## config.mk

```make
export PLATFORM = sky130hd
export DESIGN_NAME = pct_timing_core
export DESIGN_NICKNAME = d
export VERILOG_FILES = /design/src/logic/pct_pkg.sv /design/src/logic/pct_timing_rom.sv /design/src/logic/pct_timing_core.sv
export SDC_FILE = /design/constraint.sdc
export NUM_CORES = 1
export LEC_CHECK = 0
export ABC_CLOCK_PERIOD_IN_PS = 5800
export BUFFER_PORTS_ARGS = -buffer_cell sky130_fd_sc_hd__buf_4
export CORE_ASPECT_RATIO = 1.25
export CORE_MARGIN = 5
export CORE_UTILIZATION = 30
export CTS_CLUSTER_SIZE = 8
export DETAILED_ROUTE_END_ITERATION = 16
export HOLD_SLACK_MARGIN = 0.02
export RECOVER_POWER = 50
export SLEW_MARGIN = 10
export SYNTH_ARGS = -nofsm -noshare
export SYNTH_HDL_FRONTEND = slang
export SYNTH_SLANG_ARGS = --single-unit
```

## constraint.sdc

```tcl
create_clock -name i_clock -period 5.8 [get_ports i_clock]
set_input_delay 1.16 -clock i_clock [delete_from_list [all_inputs] [get_ports i_clock]]
set_output_delay 1.16 -clock i_clock [all_outputs]
set_load 0.01 [all_outputs]
```

## src/logic/pct_pkg.sv

```systemverilog
// Purpose: Shared constants and types for the instruction timing core
// Assumes: One system clock; code bytes arrive one per handshake
// Notes: All cycle counts are whole system clocks
package pct_pkg;

  // Field widths
  localparam int W_CYC = 4;
  localparam int W_BYTES = 2;

  // Cycle counts of the classes whose time differs from their length
  localparam logic [3:0] ONE_CYCLE = 4'h1;
  localparam logic [3:0] MAX_CYCLES = 4'h8;
  localparam logic [3:0] MUL_CYCLES = 4'h4;
  localparam logic [3:0] DIV_CYCLES = 4'h8;
  localparam logic [3:0] XMOVE_CYCLES = 4'h3;
  localparam logic [3:0] INDIRECT_CYCLES = 4'h2;
  localparam logic [3:0] RETURN_CYCLES = 4'h5;
  localparam logic [3:0] LONG_JUMP_CYCLES = 4'h4;
  localparam logic [3:0] SHORT_JUMP_CYCLES = 4'h3;
  localparam logic [3:0] CMP_INDIRECT_CYCLES = 4'h4;

  // Opcodes with special handling
  localparam logic [7:0] OP_NOP = 8'h00;
  localparam logic [7:0] OP_UNUSED = 8'ha5;
  localparam logic [7:0] OP_MUL = 8'ha4;
  localparam logic [7:0] OP_DIV = 8'h84;
  localparam logic [7:0] OP_INC_DATA_POINTER = 8'ha3;

  // Values after reset
  localparam logic [7:0] RESET_OPCODE = 8'h00;
  localparam logic [1:0] RESET_BYTES = 2'h1;
  localparam logic [3:0] RESET_CYCLES = 4'h1;

  typedef enum logic [2:0] {
    KIND_PLAIN = 3'h0,
    KIND_COND = 3'h1,
    KIND_XREAD = 3'h2,
    KIND_XWRITE = 3'h3,
    KIND_CODE = 3'h4,
    KIND_NOP = 3'h5
  } pct_kind_t;

  typedef enum logic [1:0] {
    ST_IDLE = 2'h1,
    ST_EXEC = 2'h2
  } pct_state_t;

endpackage

```

## src/logic/pct_timing_rom.sv

```systemverilog
// Purpose: Opcode table giving length, base cycle count and class
// Assumes: Read data registered; read only when i_rd_en is high
// Notes: Base count of a conditional branch is its not-taken time
`timescale 1ns/1ns
`default_nettype none
module pct_timing_rom (
  // Clock, reset and clock enable
  input wire logic i_clock,
  input wire logic i_rst,
  input wire logic i_enable,
  // Read port
  input wire logic i_rd_en,
  input wire logic [7:0] i_addr,
  // Registered read data
  output logic [1:0] o_bytes,
  output logic [3:0] o_cycles,
  output pct_pkg::pct_kind_t o_kind
);

  function automatic logic [8:0] decode(input logic [7:0] op);
    logic [3:0] hi;
    logic [3:0] lo;
    logic [1:0] b;
    logic [3:0] c;
    pct_pkg::pct_kind_t k;
    hi = op[7:4];
    lo = op[3:0];
    k = pct_pkg::KIND_PLAIN;
    // Standard opcode map, lengths by column
    if (lo >= 4'h8) begin // RULE5
      b = (hi inside {4'h7, 4'h8, 4'ha, 4'hd}) ? 2'h2 : (hi == 4'hb) ? 2'h3 : 2'h1;
    end else if (lo == 4'h6 || lo == 4'h7) begin
      b = (hi inside {4'h7, 4'h8, 4'ha}) ? 2'h2 : (hi == 4'hb) ? 2'h3 : 2'h1;
    end else if (lo == 4'h5) begin
      b = (hi inside {4'h7, 4'h8, 4'hb, 4'hd}) ? 2'h3 : (hi == 4'ha) ? 2'h1 : 2'h2;
    end else if (lo == 4'h4) begin
      b = (hi inside {4'h0, 4'h1, 4'h8, 4'ha, 4'hc, 4'hd, 4'he, 4'hf}) ? 2'h1 :
          (hi == 4'hb) ? 2'h3 : 2'h2;
    end else if (lo == 4'h3) begin // RULE9 RULE10
      b = (hi inside {4'h4, 4'h5, 4'h6}) ? 2'h3 : 2'h1;
    end else if (lo == 4'h2) begin
      b = (hi inside {4'h0, 4'h1}) ? 2'h3 : (hi inside {4'h2, 4'h3, 4'he, 4'hf}) ? 2'h1 : 2'h2;
    end else if (lo == 4'h1) begin
      b = 2'h2;
    end else begin
      b = (hi inside {4'h1, 4'h2, 4'h3, 4'h9}) ? 2'h3 : (hi inside {4'h0, 4'he, 4'hf}) ? 2'h1 : 2'h2;
    end
    // Time equals length unless overridden
    c = {2'h0, b}; // RULE2
    if ((lo == 4'h6 || lo == 4'h7) && b == 2'h1) begin // RULE8 RULE11
      c = pct_pkg::INDIRECT_CYCLES;
    end
    if (op == pct_pkg::OP_MUL) begin // RULE4
      c = pct_pkg::MUL_CYCLES;
    end else if (op == pct_pkg::OP_DIV) begin // RULE4
      c = pct_pkg::DIV_CYCLES;
    end else if (op == 8'h22 || op == 8'h32) begin
      c = pct_pkg::RETURN_CYCLES;
    end else if (op == 8'h02 || op == 8'h12) begin
      c = pct_pkg::LONG_JUMP_CYCLES;
    end else if (lo == 4'h1 || op == 8'h80 || op == 8'h73) begin
      c = pct_pkg::SHORT_JUMP_CYCLES;
    end else if (op == 8'h83 || op == 8'h93) begin // RULE7
      c = pct_pkg::XMOVE_CYCLES;
      k = pct_pkg::KIND_CODE;
    end else if ((hi == 4'he || hi == 4'hf) && (lo inside {4'h0, 4'h2, 4'h3})) begin // RULE6
      c = pct_pkg::XMOVE_CYCLES;
      k = (hi == 4'he) ? pct_pkg::KIND_XREAD : pct_pkg::KIND_XWRITE;
    end else if (op == 8'hb6 || op == 8'hb7) begin // RULE12
      c = pct_pkg::CMP_INDIRECT_CYCLES;
      k = pct_pkg::KIND_COND;
    end else if ((lo == 4'h0 && (hi inside {4'h1, 4'h2, 4'h3, 4'h4, 4'h5, 4'h6, 4'h7})) ||
                 (hi == 4'hb && lo >= 4'h4) || op == 8'hd5 ||
                 (hi == 4'hd && lo >= 4'h8)) begin // RULE3
      k = pct_pkg::KIND_COND;
    end else if (op == pct_pkg::OP_NOP || op == pct_pkg::OP_UNUSED) begin // RULE14
      b = 2'h1;
      c = pct_pkg::ONE_CYCLE;
      k = pct_pkg::KIND_NOP;
    end
    return {k, b, c};
  endfunction

  logic [8:0] entry;

  assign entry = decode(i_addr);

  always_ff @(posedge i_clock or posedge i_rst) begin
    if (i_rst) begin
      o_kind <= pct_pkg::KIND_NOP;
      o_bytes <= pct_pkg::RESET_BYTES;
      o_cycles <= pct_pkg::RESET_CYCLES;
    end else if (i_enable && i_rd_en) begin
      o_kind <= pct_pkg::pct_kind_t'(entry[8:6]);
      o_bytes <= entry[5:4];
      o_cycles <= entry[3:0];
    end
  end

endmodule
`default_nettype wire

```

## src/logic/pct_timing_core.sv

```systemverilog
// Purpose: Instruction sequencer timing each opcode in single system clocks
// Assumes: Code bytes, condition and address come from logic on i_clock
// Notes: The opcode table is read as each byte enters the one-byte hold stage so rate stays one per clock
// Contract
// [RULE1] Every instruction is timed in plain clock cycles, no machine cycles.
// [RULE2] Most instructions execute in as many cycles as they have bytes.
// [RULE3] A conditional branch not taken finishes one cycle sooner than taken.
// [RULE4] No instruction exceeds eight cycles; divide takes eight, multiply four.
// [RULE5] Opcodes, addressing modes and flag effects match the classic set.
// [RULE6] External data move reaches on-chip RAM, off-chip space or program flash.
// [RULE7] Software reads flash by code byte move and writes it by external move.
// [RULE8] Add, add-carry, subtract-borrow: register 1/1, direct 2/2, indirect 1/2, immediate 2/2.
// [RULE9] AND and OR immediate into direct byte take three bytes, three cycles.
// [RULE10] Data pointer increment is one byte and one cycle.
// [RULE11] Increment or decrement: indirect 1/2, register 1/1, direct 2/2.
// [RULE12] 109 instructions with the documented spread of cycle counts.
// [RULE13] Single-cycle instructions issue back to back, one per clock.
// [RULE14] The single unused opcode behaves exactly as no-operation.
`timescale 1ns/1ns
`default_nettype none
module pct_timing_core #(
  parameter int XRAM_BYTES = 4096
) (
  // Clock, reset and clock enable
  input wire logic i_clock,
  input wire logic i_rst,
  input wire logic i_enable,
  // Code byte stream
  input wire logic i_code_valid,
  input wire logic [7:0] i_code_byte,
  output logic o_code_ready,
  // Branch condition exchange
  output logic o_cond_query,
  input wire logic i_cond_true,
  // External move target inputs
  input wire logic [15:0] i_ext_addr,
  input wire logic i_store_write_en,
  // Instruction status
  output logic o_instr_start,
  output logic o_instr_done,
  output logic [7:0] o_opcode,
  output logic [1:0] o_bytes_used,
  output logic [3:0] o_cycles_used,
  output logic o_branch_taken,
  // External and flash strobes
  output logic o_xram_sel,
  output logic o_offchip_sel,
  output logic o_flash_rd,
  output logic o_flash_wr,
  output logic o_ext_write
);

  if (XRAM_BYTES < 1 || XRAM_BYTES > 65536) begin : g_bad_size
    $error("XRAM_BYTES must be between 1 and 65536");
  end

  localparam logic [16:0] XRAM_LIMIT = 17'(XRAM_BYTES);

  // Hold stage and table output
  logic hold_valid_r;
  logic [7:0] hold_byte_r;
  logic [1:0] rom_bytes;
  logic [3:0] rom_cycles;
  pct_pkg::pct_kind_t rom_kind;

  // Execution state
  pct_pkg::pct_state_t state_r;
  logic [3:0] rem_r;
  logic [1:0] oper_r;
  logic cond_r;
  logic taken_r;
  logic [3:0] used_r;
  logic [3:0] base_r;
  logic [1:0] bytes_r;
  logic [7:0] opcode_r;
  logic plain_r;

  // Handshake terms
  logic is_idle;
  logic is_exec;
  logic starved;
  logic progress;
  logic take_op;
  logic take_oper;
  logic take_hold;
  logic load_hold;
  logic cond_hit;
  logic last_exec;
  logic single;
  logic ext_move;

  assign is_idle = (state_r == pct_pkg::ST_IDLE);
  assign is_exec = (state_r == pct_pkg::ST_EXEC);
  assign take_op = i_enable & is_idle & hold_valid_r;
  assign starved = (oper_r != 2'h0) & ~hold_valid_r;
  assign progress = i_enable & is_exec & ~starved; // RULE1
  assign take_oper = progress & (oper_r != 2'h0);
  assign take_hold = take_op | take_oper;
  assign o_code_ready = i_enable & (~hold_valid_r | take_hold); // RULE13
  assign load_hold = i_code_valid & o_code_ready;
  assign o_cond_query = progress & cond_r & ~taken_r & (rem_r == pct_pkg::ONE_CYCLE);
  assign cond_hit = o_cond_query & i_cond_true; // RULE3
  assign last_exec = progress & (rem_r == pct_pkg::ONE_CYCLE) & ~cond_hit;
  assign single = take_op & (rom_cycles == pct_pkg::ONE_CYCLE); // RULE13
  assign ext_move = (rom_kind == pct_pkg::KIND_XREAD) | (rom_kind == pct_pkg::KIND_XWRITE);

  // Opcode table looked up as each byte enters the hold stage
  pct_timing_rom u_rom (
    .i_clock(i_clock),
    .i_rst(i_rst),
    .i_enable(i_enable),
    .i_rd_en(load_hold),
    .i_addr(i_code_byte),
    .o_bytes(rom_bytes),
    .o_cycles(rom_cycles),
    .o_kind(rom_kind)
  );

  // Hold stage
  always_ff @(posedge i_clock or posedge i_rst) begin
    if (i_rst) begin
      hold_valid_r <= 1'b0;
      hold_byte_r <= pct_pkg::RESET_OPCODE;
    end else if (i_enable) begin
      if (load_hold) begin
        hold_valid_r <= 1'b1;
        hold_byte_r <= i_code_byte;
      end else if (take_hold) begin
        hold_valid_r <= 1'b0;
      end
    end
  end

  // Sequencer
  always_ff @(posedge i_clock or posedge i_rst) begin
    if (i_rst) begin
      state_r <= pct_pkg::ST_IDLE;
    end else if (i_enable) begin
      case (state_r)
        pct_pkg::ST_IDLE: begin
          if (take_op && !single) begin
            state_r <= pct_pkg::ST_EXEC;
          end
        end
        pct_pkg::ST_EXEC: begin
          if (last_exec) begin
            state_r <= pct_pkg::ST_IDLE;
          end
        end
        default: begin
          state_r <= pct_pkg::ST_IDLE;
        end
      endcase
    end
  end

  // Cycle and operand counters
  always_ff @(posedge i_clock or posedge i_rst) begin
    if (i_rst) begin
      rem_r <= pct_pkg::RESET_CYCLES;
      oper_r <= 2'h0;
      cond_r <= 1'b0;
      taken_r <= 1'b0;
      used_r <= pct_pkg::RESET_CYCLES;
      base_r <= pct_pkg::RESET_CYCLES;
      bytes_r <= pct_pkg::RESET_BYTES;
      opcode_r <= pct_pkg::RESET_OPCODE;
      plain_r <= 1'b1;
    end else if (take_op) begin
      rem_r <= rom_cycles - pct_pkg::ONE_CYCLE; // RULE2
      oper_r <= rom_bytes - 2'h1;
      cond_r <= (rom_kind == pct_pkg::KIND_COND);
      taken_r <= 1'b0;
      used_r <= pct_pkg::ONE_CYCLE; // RULE1
      base_r <= rom_cycles;
      bytes_r <= rom_bytes;
      opcode_r <= hold_byte_r;
      plain_r <= (rom_cycles == {2'h0, rom_bytes});
    end else if (progress) begin
      rem_r <= cond_hit ? rem_r : rem_r - pct_pkg::ONE_CYCLE; // RULE3
      oper_r <= take_oper ? oper_r - 2'h1 : oper_r;
      taken_r <= taken_r | cond_hit;
      used_r <= used_r + pct_pkg::ONE_CYCLE; // RULE1
    end
  end

  // Retire report
  always_ff @(posedge i_clock or posedge i_rst) begin
    if (i_rst) begin
      o_instr_start <= 1'b0;
      o_instr_done <= 1'b0;
      o_opcode <= pct_pkg::RESET_OPCODE;
      o_bytes_used <= pct_pkg::RESET_BYTES;
      o_cycles_used <= pct_pkg::RESET_CYCLES;
      o_branch_taken <= 1'b0;
    end else if (i_enable) begin
      o_instr_start <= take_op;
      o_instr_done <= single | last_exec;
      if (single) begin
        o_opcode <= hold_byte_r;
        o_bytes_used <= rom_bytes;
        o_cycles_used <= pct_pkg::ONE_CYCLE;
        o_branch_taken <= 1'b0;
      end else if (last_exec) begin
        o_opcode <= opcode_r;
        o_bytes_used <= bytes_r;
        o_cycles_used <= used_r + pct_pkg::ONE_CYCLE;
        o_branch_taken <= taken_r;
      end
    end
  end

  // External move and flash strobes, one pulse after the opcode cycle
  always_ff @(posedge i_clock or posedge i_rst) begin
    if (i_rst) begin
      o_xram_sel <= 1'b0;
      o_offchip_sel <= 1'b0;
      o_flash_rd <= 1'b0;
      o_flash_wr <= 1'b0;
      o_ext_write <= 1'b0;
    end else if (i_enable) begin
      o_flash_rd <= take_op & (rom_kind == pct_pkg::KIND_CODE); // RULE7
      o_flash_wr <= take_op & (rom_kind == pct_pkg::KIND_XWRITE) & i_store_write_en; // RULE7
      o_ext_write <= take_op & (rom_kind == pct_pkg::KIND_XWRITE);
      o_xram_sel <= take_op & ext_move & ~((rom_kind == pct_pkg::KIND_XWRITE) & i_store_write_en)
                    & ({1'b0, i_ext_addr} < XRAM_LIMIT); // RULE6
      o_offchip_sel <= take_op & ext_move & ~((rom_kind == pct_pkg::KIND_XWRITE) & i_store_write_en)
                       & ({1'b0, i_ext_addr} >= XRAM_LIMIT); // RULE6
    end
  end
endmodule
`default_nettype wire

```

==> results.md, run 1 <==
- Post-DP HPWL: 5400 um
- Area Growth Syn to Fin: 18.7%
- Largest net degree at the start of global routing: 65
- Grt ovf: 0
- Initial DRC count: 140
- Slew @ Worst Pin: 1.13 ns
- Routed Antenna Nets: 0
- Synthesized flop and latch total: 64
- Layout cell share with drive strength beyond 1: 0.185
- Reg-to-reg endpoint: rem_r[3]
- Clk sinks: 64
- Crit path max fanout: 28
- Asr flop ratio synth: 1.00
- Pre-Repair DR Iteration Count: 4
- Sequential fraction of design power: 0.426
- Sw Pwr: 583 uW
- Final Cell Area: 4080 um2
- Ratio of final minimum period to clock period: 0.554
- CTS hold repair buffers: 0
- Hold Path Class: flop to flop
- CP Class: input pin to flop
- Crit path time final: 3.21 ns
- Worst Setup End Kind: flop
- Worst setup path startpoint: i_enable
- Post-route DRC: 0
- Worst R2R Start: state_r[0]
- Status: finished clean
- Worst Path Required: 6.01 ns
- Gpl congestion: 0.823
- Post-layout util: 0.366
- RSZ-0062 raised after global routing: no
- Slew margin rel.: 0.244
- PostCTS Resize Cnt: 0
- Leakage power: 0.00177 uW
- I/O Pins: 54
- Initial Util: 0.308
- Crit start category: input pin
- Max Slew Vio Count: 0
- Filler cells: 1116
- Worst hold path cell count: 2
- Total Routing Usage GR: 0.123
- Area after DPL: 3830 um2
- Fin Setup TNS: 0 ns
- Combinational Power Share: 0.300
- Vias in the first global route: 2833
- Die extent in y: 130 um
- Ant diodes: 0
- R2R Setup Slk: 3.06 ns
- Cells after synthesis: 371
- Fmax: 311 MHz
- Rows: 43
- Setup Skew: 0.00377 ns
- Clock power share: 0.274
- TritonCTS Buffers: 9
- Final wirelength: 7970 um
- CTS Root Cell: clkbuf_16
- Critical path arrival: 3.42 ns
- CTS tree: built
- Clk_lat worst skew: 0.32 ns
- Vias per Instance: 5.27
- Register area share after synthesis: 0.470
- Net Sw Frac: 0.330
- CP endpoint: rem_r[3]
- DR WL/cell: 14.8 um
- Clk buf depth: 2
- Hold Violations, Final: 0
- Internal Power: 1180 uW
- Syn_nets: 406
- CORE AREA: 11100 um2
- Vias: 2844
- Synth Flop Type: dfrtp_1
- Die X: 106 um
- H-tree Lvls: 3
- Postcts setup bufs: 0
- Hold Slack: 0.455 ns
- Die area: 13700 um2
- Clk slew on worst S/H paths: 0.05 ns
- Antenna violations before repair: 0
- First-pass GRT wire length: 13700 um
- Setup violators final: 0
- Yosys cell types: 62
- Reg2reg path depth: 6
- Number of max-cap violations: 0
- Syn avg cell area: 9.26 um2
- Yosys warns: 0
- Number of enable flip-flop cells after synthesis: 0
- Mapped cell area: 3430 um2
- Port bufs: 41
- Nets: 435
- VDD IR max: 0.000124 V
- Pwr per Cell Area: 433 nW/um2
routing by layer:
metal	up-vias	global-route usage	part of all wire
met5	-	0	0
met4	0	0.0511	0.018
met3	9	0.0304	0.047
met2	77	0.209	0.50
met1	1375	0.150	0.43
li1	1383	-	-
cell type report:
class / instances / area (um2) / area share
multi-input combinational: 272 / 1680 / 0.411
sequential: 64 / 1610 / 0.396
timing repair buffer: 44 / 312 / 0.0765
clock buffer: 16 / 272 / 0.0666
tap: 135 / 169 / 0.0414
inverter: 9 / 33.8 / 0.00829
worst min-delay path by stage:
stage | from | slack, ns | to
3_5_place_dp | bytes_r[0] | 0.45 | bytes_r[0]
2_1_floorplan | cond_r | 0.43 | cond_r
6_report | bytes_r[0] | 0.45 | bytes_r[0]
4_1_cts | bytes_r[0] | 0.46 | bytes_r[0]
3_3_place_gp | bytes_r[0] | 0.45 | bytes_r[0]
5_1_grt | bytes_r[0] | 0.48 | bytes_r[0]
state kept, by name, summed over array words and instances (netlist names), 2 cells and up:
register / cells
bytes_r: 2
state_r: 2
used_r: 4
o_opcode: 8
hold_byte_r: 8
u_rom.o_bytes: 2
u_rom.o_kind: 3
o_bytes_used: 2
oper_r: 2
rem_r: 4
u_rom.o_cycles: 4
o_cycles_used: 4
opcode_r: 8
layout by cell type (no fill, tap or decap), types with 4 or more instances in the layout:
cell        n
inv_1       9
nor3_1      7
nand3_1     9
nor2b_1     5
a21o_1      4
nor2_1     24
xnor2_1     4
ha_1        5
mux2i_1    12
a21oi_1    14
nand2_1    71
buf_4      38
clkbuf_1   10
and3_1      4
nand2b_1    5
mux2_2      9
dfrtp_1    54
dfstp_2    10
clkbuf_16   9
nor3b_1     6
a211oi_1    4
o21ai_0    28
Yosys cell counts, types with 3 or more instances:
cell       n  area share
ha_1       5       0.018
o21ai_0   28       0.041
buf_2      9       0.013
nand3_1    9       0.013
xor2_1     3      0.0077
inv_1      9      0.0098
nor3_1     7       0.010
nand2_1   71       0.078
nand2b_1   5      0.0091
a21oi_1   14       0.020
a31oi_1    3      0.0055
xnor2_1    4       0.010
o22ai_1    3      0.0055
a32o_1     3      0.0087
nor2b_1    5      0.0091
mux2_2     9       0.030
nor2_1    24       0.026
and3_1     4      0.0073
a211oi_1   5       0.011
a21o_1     4      0.0087
dfstp_2   10       0.077
nand4_1    3      0.0055
nor3b_1    6       0.013
mux2i_1   12       0.035
clkbuf_1  14       0.015
nor4_1     3      0.0055
dfrtp_1   54        0.39
power groups by stage:
stage	Clock [uW]	Sequential (uW)	Combinational (uW)
after floorplan	0	748	357
after global placement	0	751	529
after detailed placement	0	759	545
after CTS	502	755	549
after global routing	521	776	608
final	484	751	530
stage by stage:
step           total power (uW)  cells  setup WS, ns
2_1_floorplan              1110    371          2.81
3_3_place_gp               1280    524          2.49
3_5_place_dp               1300    524          2.43
4_1_cts                    1810    540          2.77
5_1_grt                    1910    540          2.33
6_report                   1760    540          2.59
cell families after synthesis:
kind of cell / synth area share
AND/OR/NAND/NOR: 0.205
AO/OA/AOI/OAI: 0.180
flip-flops: 0.470
buffers and inverters: 0.0437
multiplexers: 0.0645
XOR/XNOR: 0.0179
adder cells (fa/ha/maj): 0.0182
critical path: stages:
cell and delay [ns]:
clkbuf_1 0.27, nand3_1 0.87, nand2_1 0.37, and2_1 0.34, o21ai_0 0.14, a22o_1 0.26
(Power assumes the default switching activity.)
==> run 2, diff against run 1 <==
--- a/config.mk
+++ b/config.mk
@@ -5,7 +5,7 @@
 export SDC_FILE = /design/constraint.sdc
 export NUM_CORES = 1
 export LEC_CHECK = 0
-export ABC_CLOCK_PERIOD_IN_PS = 5800
+export ABC_CLOCK_PERIOD_IN_PS = 2800
 export BUFFER_PORTS_ARGS = -buffer_cell sky130_fd_sc_hd__buf_4
 export CORE_ASPECT_RATIO = 1.25
 export CORE_MARGIN = 5
==> constraint.sdc (replaced) <==
create_clock -name i_clock -period 2.8 [get_ports i_clock]
set_input_delay 0.56 -clock i_clock [delete_from_list [all_inputs] [get_ports i_clock]]
set_output_delay 0.56 -clock i_clock [all_outputs]
set_load 0.01 [all_outputs]
==> results.md, run 2 (synthesized netlist as in run 1, its figures left out) <==
- Status: finished clean
- Clock power share: 0.284
- I/O Pins: 54
- Clk sinks: 64
- Post-DP HPWL: 5540 um
- Die extent in y: 130 um
- DR WL/cell: 14.6 um
- RSZ-0062 raised after global routing: no
- Postcts setup bufs: 0
- Slew @ Worst Pin: 1.09 ns
- Clk buf depth: 2
- Pwr per Cell Area: 901 nW/um2
- Fin Setup TNS: 0 ns
- Pre-CTS WS: 0.395 ns
- Setup Skew: 0.00736 ns
- Area Growth Syn to Fin: 19.1%
- Commonest non-fill, non-tap cell in the layout: nand2_1
- Worst R2R Start: rem_r[0]
- CP peak stage delay: 0.54 ns
- Vias in the first global route: 2862
- Die X: 106 um
- Vias per Instance: 5.23
- Nets: 438
- Post-route DRC: 0
- CTS hold repair buffers: 0
- Crit path max fanout: 3
- Final wirelength: 7910 um
- Final cell count without fillers: 543
- Clk slew on worst S/H paths: 0.05 ns
- CP Class: flop to primary output
- Worst Path Buf+Inv: 1
- Number of max-cap violations: 0
- Worst hold start: bytes_r[0]
- Routed Antenna Nets: 0
- Net Sw Frac: 0.336
- Layout cell share with drive strength beyond 1: 0.184
- Largest net degree at the start of global routing: 38
- Top delay family on crit path: simple AND/OR/NAND/NOR gates
- Worst setup path startpoint: rem_r[0]
- TritonCTS Buffers: 9
- Total Routing Usage GR: 0.123
- Initial Util: 0.308
- Setup violators final: 0
- CTS Root Cell: clkbuf_16
- Grt ovf: 0
- Slew margin rel.: 0.275
- Leakage power: 0.00177 uW
- Worst Path Required: 2.24 ns
- Internal Power: 2450 uW
- Critical path arrival: 1.71 ns
- Regs by FF count: hold_byte_r: 8 flops, o_opcode: 8 flops, opcode_r: 8 flops
- Combinational Power Share: 0.294
- Crit start category: flop
- Sequential fraction of design power: 0.422
- Fmax: 440 MHz
- PnR worst setup slack: 0.526 ns
- Hold Slack: 0.467 ns
- Hold Path Class: flop to flop
- Antenna violations before repair: 0
- Crit-path cells: ha_1 -> nor3b_1 -> and3_1 -> buf_4
- First-pass GRT wire length: 13700 um
- Initial DRC count: 113
- Crit path time final: 2.27 ns
- VDD IR max: 0.000362 V
- H-tree Lvls: 3
- Gpl congestion: 0.816
- PostCTS Resize Cnt: 0
- Crit-path slowest cell: dfstp_2
- Rows: 43
- Hold Violations, Final: 0
- Pre-Repair DR Iteration Count: 4
- Max Slew Vio Count: 0
- Commonest non-fill, non-tap cells in the layout: nand2_1, dfrtp_1, buf_4
- Placed cell count: 527
- Port bufs: 41
- Die area: 13700 um2
- CTS tree: built
- Ant diodes: 0
- Sw Pwr: 1240 uW
- Vias: 2838
- Clk_lat worst skew: 0.33 ns
- CORE AREA: 11100 um2
- Ratio of final minimum period to clock period: 0.812
- Worst Setup End Kind: primary output
==> run 2: worst register-to-register path, cell delays in order (launching register included) <==
cell      delay (ns)
dfstp_2         0.54
ha_1            0.14
nor3b_1         0.36
inv_1           0.14
a211oi_4        0.28
buf_4           0.34
mux2i_1         0.23
o21ai_0         0.09
==> run 2: layout make-up <==
cell class | count | area, um2
well taps | 135 | 169
multi-input cells | 272 | 1680
clock buffers | 14 | 274
flip-flops and latches | 64 | 1610
repair buffers | 47 | 305
fillers | 1113 | 7050
clock inverters | 2 | 12.5
inverters | 9 | 33.8
==> run 2: path summary, 6_finish.rpt <==
| path | to | slack [ns] | cells past startpoint |
|---|---|---|---|
| max | o_cond_query | 0.53 | 4 |
| min in group asynchronous | o_opcode[0] | 0.52 | 2 |
| max reg2reg | o_opcode[0] | 0.57 | 7 |
| max in group asynchronous | o_flash_wr | 0.82 | 3 |
| min | bytes_r[0] | 0.47 | 2 |
| min reg2reg | bytes_r[0] | 0.47 | 2 |
==> run 2: power by group through the flow <==
| stage | logic (uW) | registers [uW] | clock network [uW] |
|---|---|---|---|
| CTS | 1150 | 1560 | 1060 |
| floorplan | 740 | 1550 | 0 |
| global route | 1240 | 1600 | 1110 |
| detailed placement | 1150 | 1570 | 0 |
| finish | 1080 | 1550 | 1050 |
| global placement | 1120 | 1560 | 0 |
==> run 2: layer usage <==
metal,global-route usage,up-vias,part of all wire
met5,0,-,0
met2,0.213,59,0.49
met4,0.0595,0,0.022
met1,0.146,1381,0.45
met3,0.0269,11,0.040
li1,-,1387,-
==> run 2: through the flow <==
stage | total power [uW] | area [um2] | util
6_report | 3680 | 4090 | 0.367
5_1_grt | 3960 | 4090 | 0.367
4_1_cts | 3780 | 4150 | 0.373
3_5_place_dp | 2720 | 3860 | 0.347
3_3_place_gp | 2680 | 3860 | 0.347
2_1_floorplan | 2290 | 3430 | -
==> run 3, diff against run 2 <==
--- a/config.mk
+++ b/config.mk
@@ -5,7 +5,8 @@
 export SDC_FILE = /design/constraint.sdc
 export NUM_CORES = 1
 export LEC_CHECK = 0
-export ABC_CLOCK_PERIOD_IN_PS = 2800
+export ABC_AREA = 1
+export ABC_CLOCK_PERIOD_IN_PS = 2100
 export BUFFER_PORTS_ARGS = -buffer_cell sky130_fd_sc_hd__buf_4
 export CORE_ASPECT_RATIO = 1.25
 export CORE_MARGIN = 5
==> constraint.sdc (replaced) <==
create_clock -name i_clock -period 2.1 [get_ports i_clock]
set_input_delay 0.42 -clock i_clock [delete_from_list [all_inputs] [get_ports i_clock]]
set_output_delay 0.42 -clock i_clock [all_outputs]
set_load 0.01 [all_outputs]
==> results.md, run 3 <==
- Area Growth Syn to Fin: 23.4%
- Top cell type's share of synthesized area: 0.380
- Initial Util: 0.306
- Worst Path Buf+Inv: 4
- Pre-Repair DR Iteration Count: 4
- Port bufs: 41
- Number of enable flip-flop cells after synthesis: 0
- Status: complete, but fails checks
- Register area share after synthesis: 0.454
- Regs by FF count: hold_byte_r: 8 flops, o_opcode: 8 flops, opcode_r: 8 flops
- Clk buf depth: 2
- Final cell count without fillers: 651
- CORE AREA: 11600 um2
- Fmax: 498 MHz
- Ratio of final minimum period to clock period: 0.957
- Clk slew on worst S/H paths: 0.05 ns
- Syn_nets: 464
- M1 GR Usage: 0.154
- Total Routing Usage GR: 0.119
- Number of max-cap violations: 1
- Net Sw Frac: 0.356
- Ant diodes: 0
- Syn avg cell area: 8.29 um2
- Sequential fraction of design power: 0.384
- Fin Setup TNS: 0 ns
- Critical path arrival: 1.59 ns
- Max Slew Vio Count: 65
- DR WL/cell: 12.4 um
- First-pass GRT wire length: 13700 um
- Leakage power: 0.00209 uW
- Crit path max fanout: 4
- Slew @ Worst Pin: 1.58 ns
- Layout cell share with drive strength beyond 1: 0.241
- Nets: 520
- Gpl congestion: 0.823
- Grt ovf: 0
- Mapped cell area: 3560 um2
- Crit-path slowest cell: dfstp_2
- Failing checks: capacitance limit, slew limit
- Setup violators final: 0
- Synth area leader: dfrtp_1
- Synth Flop Type: dfrtp_1
- Vias per Instance: 4.50
- Slew margin rel.: -0.0501
- Setup Skew: 0.00499 ns
- Worst Path Required: 1.68 ns
- CTS Root Cell: clkbuf_16
- Sw Pwr: 2000 uW
- CP peak stage delay: 0.52 ns
- Hold Violations, Final: 0
- Global route hottest layer: met2
- Pwr per Cell Area: 1280 nW/um2
- Worst Setup End Kind: primary output
- Filler cells: 1193
- Clk sinks: 64
- Post-route DRC: 0
- H-tree Lvls: 3
- Clock power share: 0.265
- Commonest non-fill, non-tap cell in the layout: nand2_1
- Hold Path Class: input pin to flop
- Crit-path cells: inv_2 -> nor2_2 -> inv_2 -> nor2_8 -> nor2_4 -> inv_4 -> o31ai_4 -> o21ai_4 -> buf_6
- Worst hold path cell count: 4
- CTS hold repair buffers: 0
- Synth cell count leaders: nand2_1, dfrtp_1, inv_1
- GR Layer Usage met3: 0.0289
- Initial DRC count: 153
- Register area: 1620 um2
- I/O Pins: 54
- Antenna violations before repair: 0
- Routed Antenna Nets: 0
- Vias in the first global route: 2876
- Largest net degree at the start of global routing: 65
- Vias: 2928
- RSZ-0062 raised after global routing: no
- Asr flop ratio synth: 1.00
- Cell with the most instances after synthesis: nand2_1
- TritonCTS Buffers: 9
- Final wirelength: 8100 um
- Post-DP HPWL: 6070 um
- CTS tree: built
- Cells after synthesis: 429
- Clk_lat worst skew: 0.33 ns
- Synth top area cells: dfrtp_1, nand2_1, dfstp_2, inv_1, nor2_1
- Final Cell Area: 4390 um2
- VDD IR max: 0.000361 V
- Hold Slack: 0.353 ns
- Combined area of the multi-input logic cells: 1670 um2
- Top delay family on crit path: flip-flops
- Yosys warns: 0
- Placed cell count: 628
- Combinational Power Share: 0.352
- Most used cell, CP: inv_2
- Die extent in y: 132 um
- Commonest non-fill, non-tap cells in the layout: nand2_1, dfrtp_1, inv_1
- Reg2reg path depth: 12
- Yosys cell types: 45
- CP Class: flop to primary output
- Area after DPL: 4060 um2
- Die area: 14200 um2
- Internal Power: 3620 uW
- Die X: 107 um
- Rows: 44
- WP depth: 9
- Crit path time final: 2.01 ns
- Met2 usage: 0.189
- Crit start category: flop
- Synthesized flop and latch total: 64
-- run 3: cell types whose count changed after synthesis, moves of 9 or more --
cell,change
nand2_1,+54
a31oi_1,+10
clkbuf_1,-11
nand2_4,+12
inv_1,+36
nand3_1,+9
nor2_1,+14
mux2i_1,-12
mux2_2,-9
o21ai_2,+10
-- run 3: what timing repair did --
item / in CTS / in global routing
endpoints found under the hold margin: 0 / 0
pin swaps: 3 / 4
setup endpoints to repair: 1 / 6
gates resized for setup: 5 / 4
buffers inserted: 4 / 3
-- run 3: cells by family after synthesis --
group,after synthesis,share of synthesized area
AO/OA/AOI/OAI,77,0.142
AND/OR/NAND/NOR,214,0.290
buffers and inverters,63,0.0823
flip-flops,64,0.454
adder cells (fa/ha/maj),5,0.0176
XOR/XNOR,6,0.0148
-- run 3: final cells by class --
type / instances / area share
Multi-Input combinational cell: 302 / 0.381
Sequential cell: 64 / 0.368
Timing Repair Buffer: 55 / 0.0895
Clock buffer: 13 / 0.0593
Inverter: 53 / 0.0470
Tap cell: 161 / 0.0459
Clock inverter: 3 / 0.00912
-- run 3: worst min-delay path: stages --
cell and delay (ns):
buf_4 0.08, nor4_1 0.04, inv_1 0.04, o21ai_0 0.06
-- run 3: path summary, 6_finish.rpt --
| path | startpoint | to | slack [ns] |
|---|---|---|---|
| setup / recovery | state_r[0] | o_code_ready | 0.09 |
| hold / removal | i_ext_addr[13] | o_xram_sel | 0.35 |
| setup reg to reg | state_r[0] | o_branch_taken | 0.22 |
| hold reg to reg | opcode_r[3] | opcode_r[3] | 0.47 |
| max in group asynchronous | i_rst | oper_r[1] | 0.40 |
| min in group asynchronous | i_rst | o_opcode[4] | 0.66 |
-- run 3: metrics by stage --
step	util	total power [uW]	setup WS, ns
CTS	0.379	5710	0.000472
floorplan	-	3530	0.0984
finish	0.378	5620	0.0910
global route	0.378	6060	0.00400
detailed placement	0.349	4120	0.140
global placement	0.349	4050	0.160
-- run 3: metal layers --
layer | vias up | part of all wire | wire length, um
met2 | 53 | 0.49 | 3980
met5 | - | 0 | 0
li1 | 1498 | - | -
met4 | 0 | 0.016 | 128
met1 | 1370 | 0.44 | 3600
met3 | 7 | 0.048 | 385
-- run 3: power groups by stage --
stage	clock network (uW)	logic, uW	registers [uW]
2_1_floorplan	0	1370	2170
3_3_place_gp	0	1900	2150
3_5_place_dp	0	1940	2180
4_1_cts	1530	2010	2170
5_1_grt	1590	2250	2230
6_report	1490	1980	2160
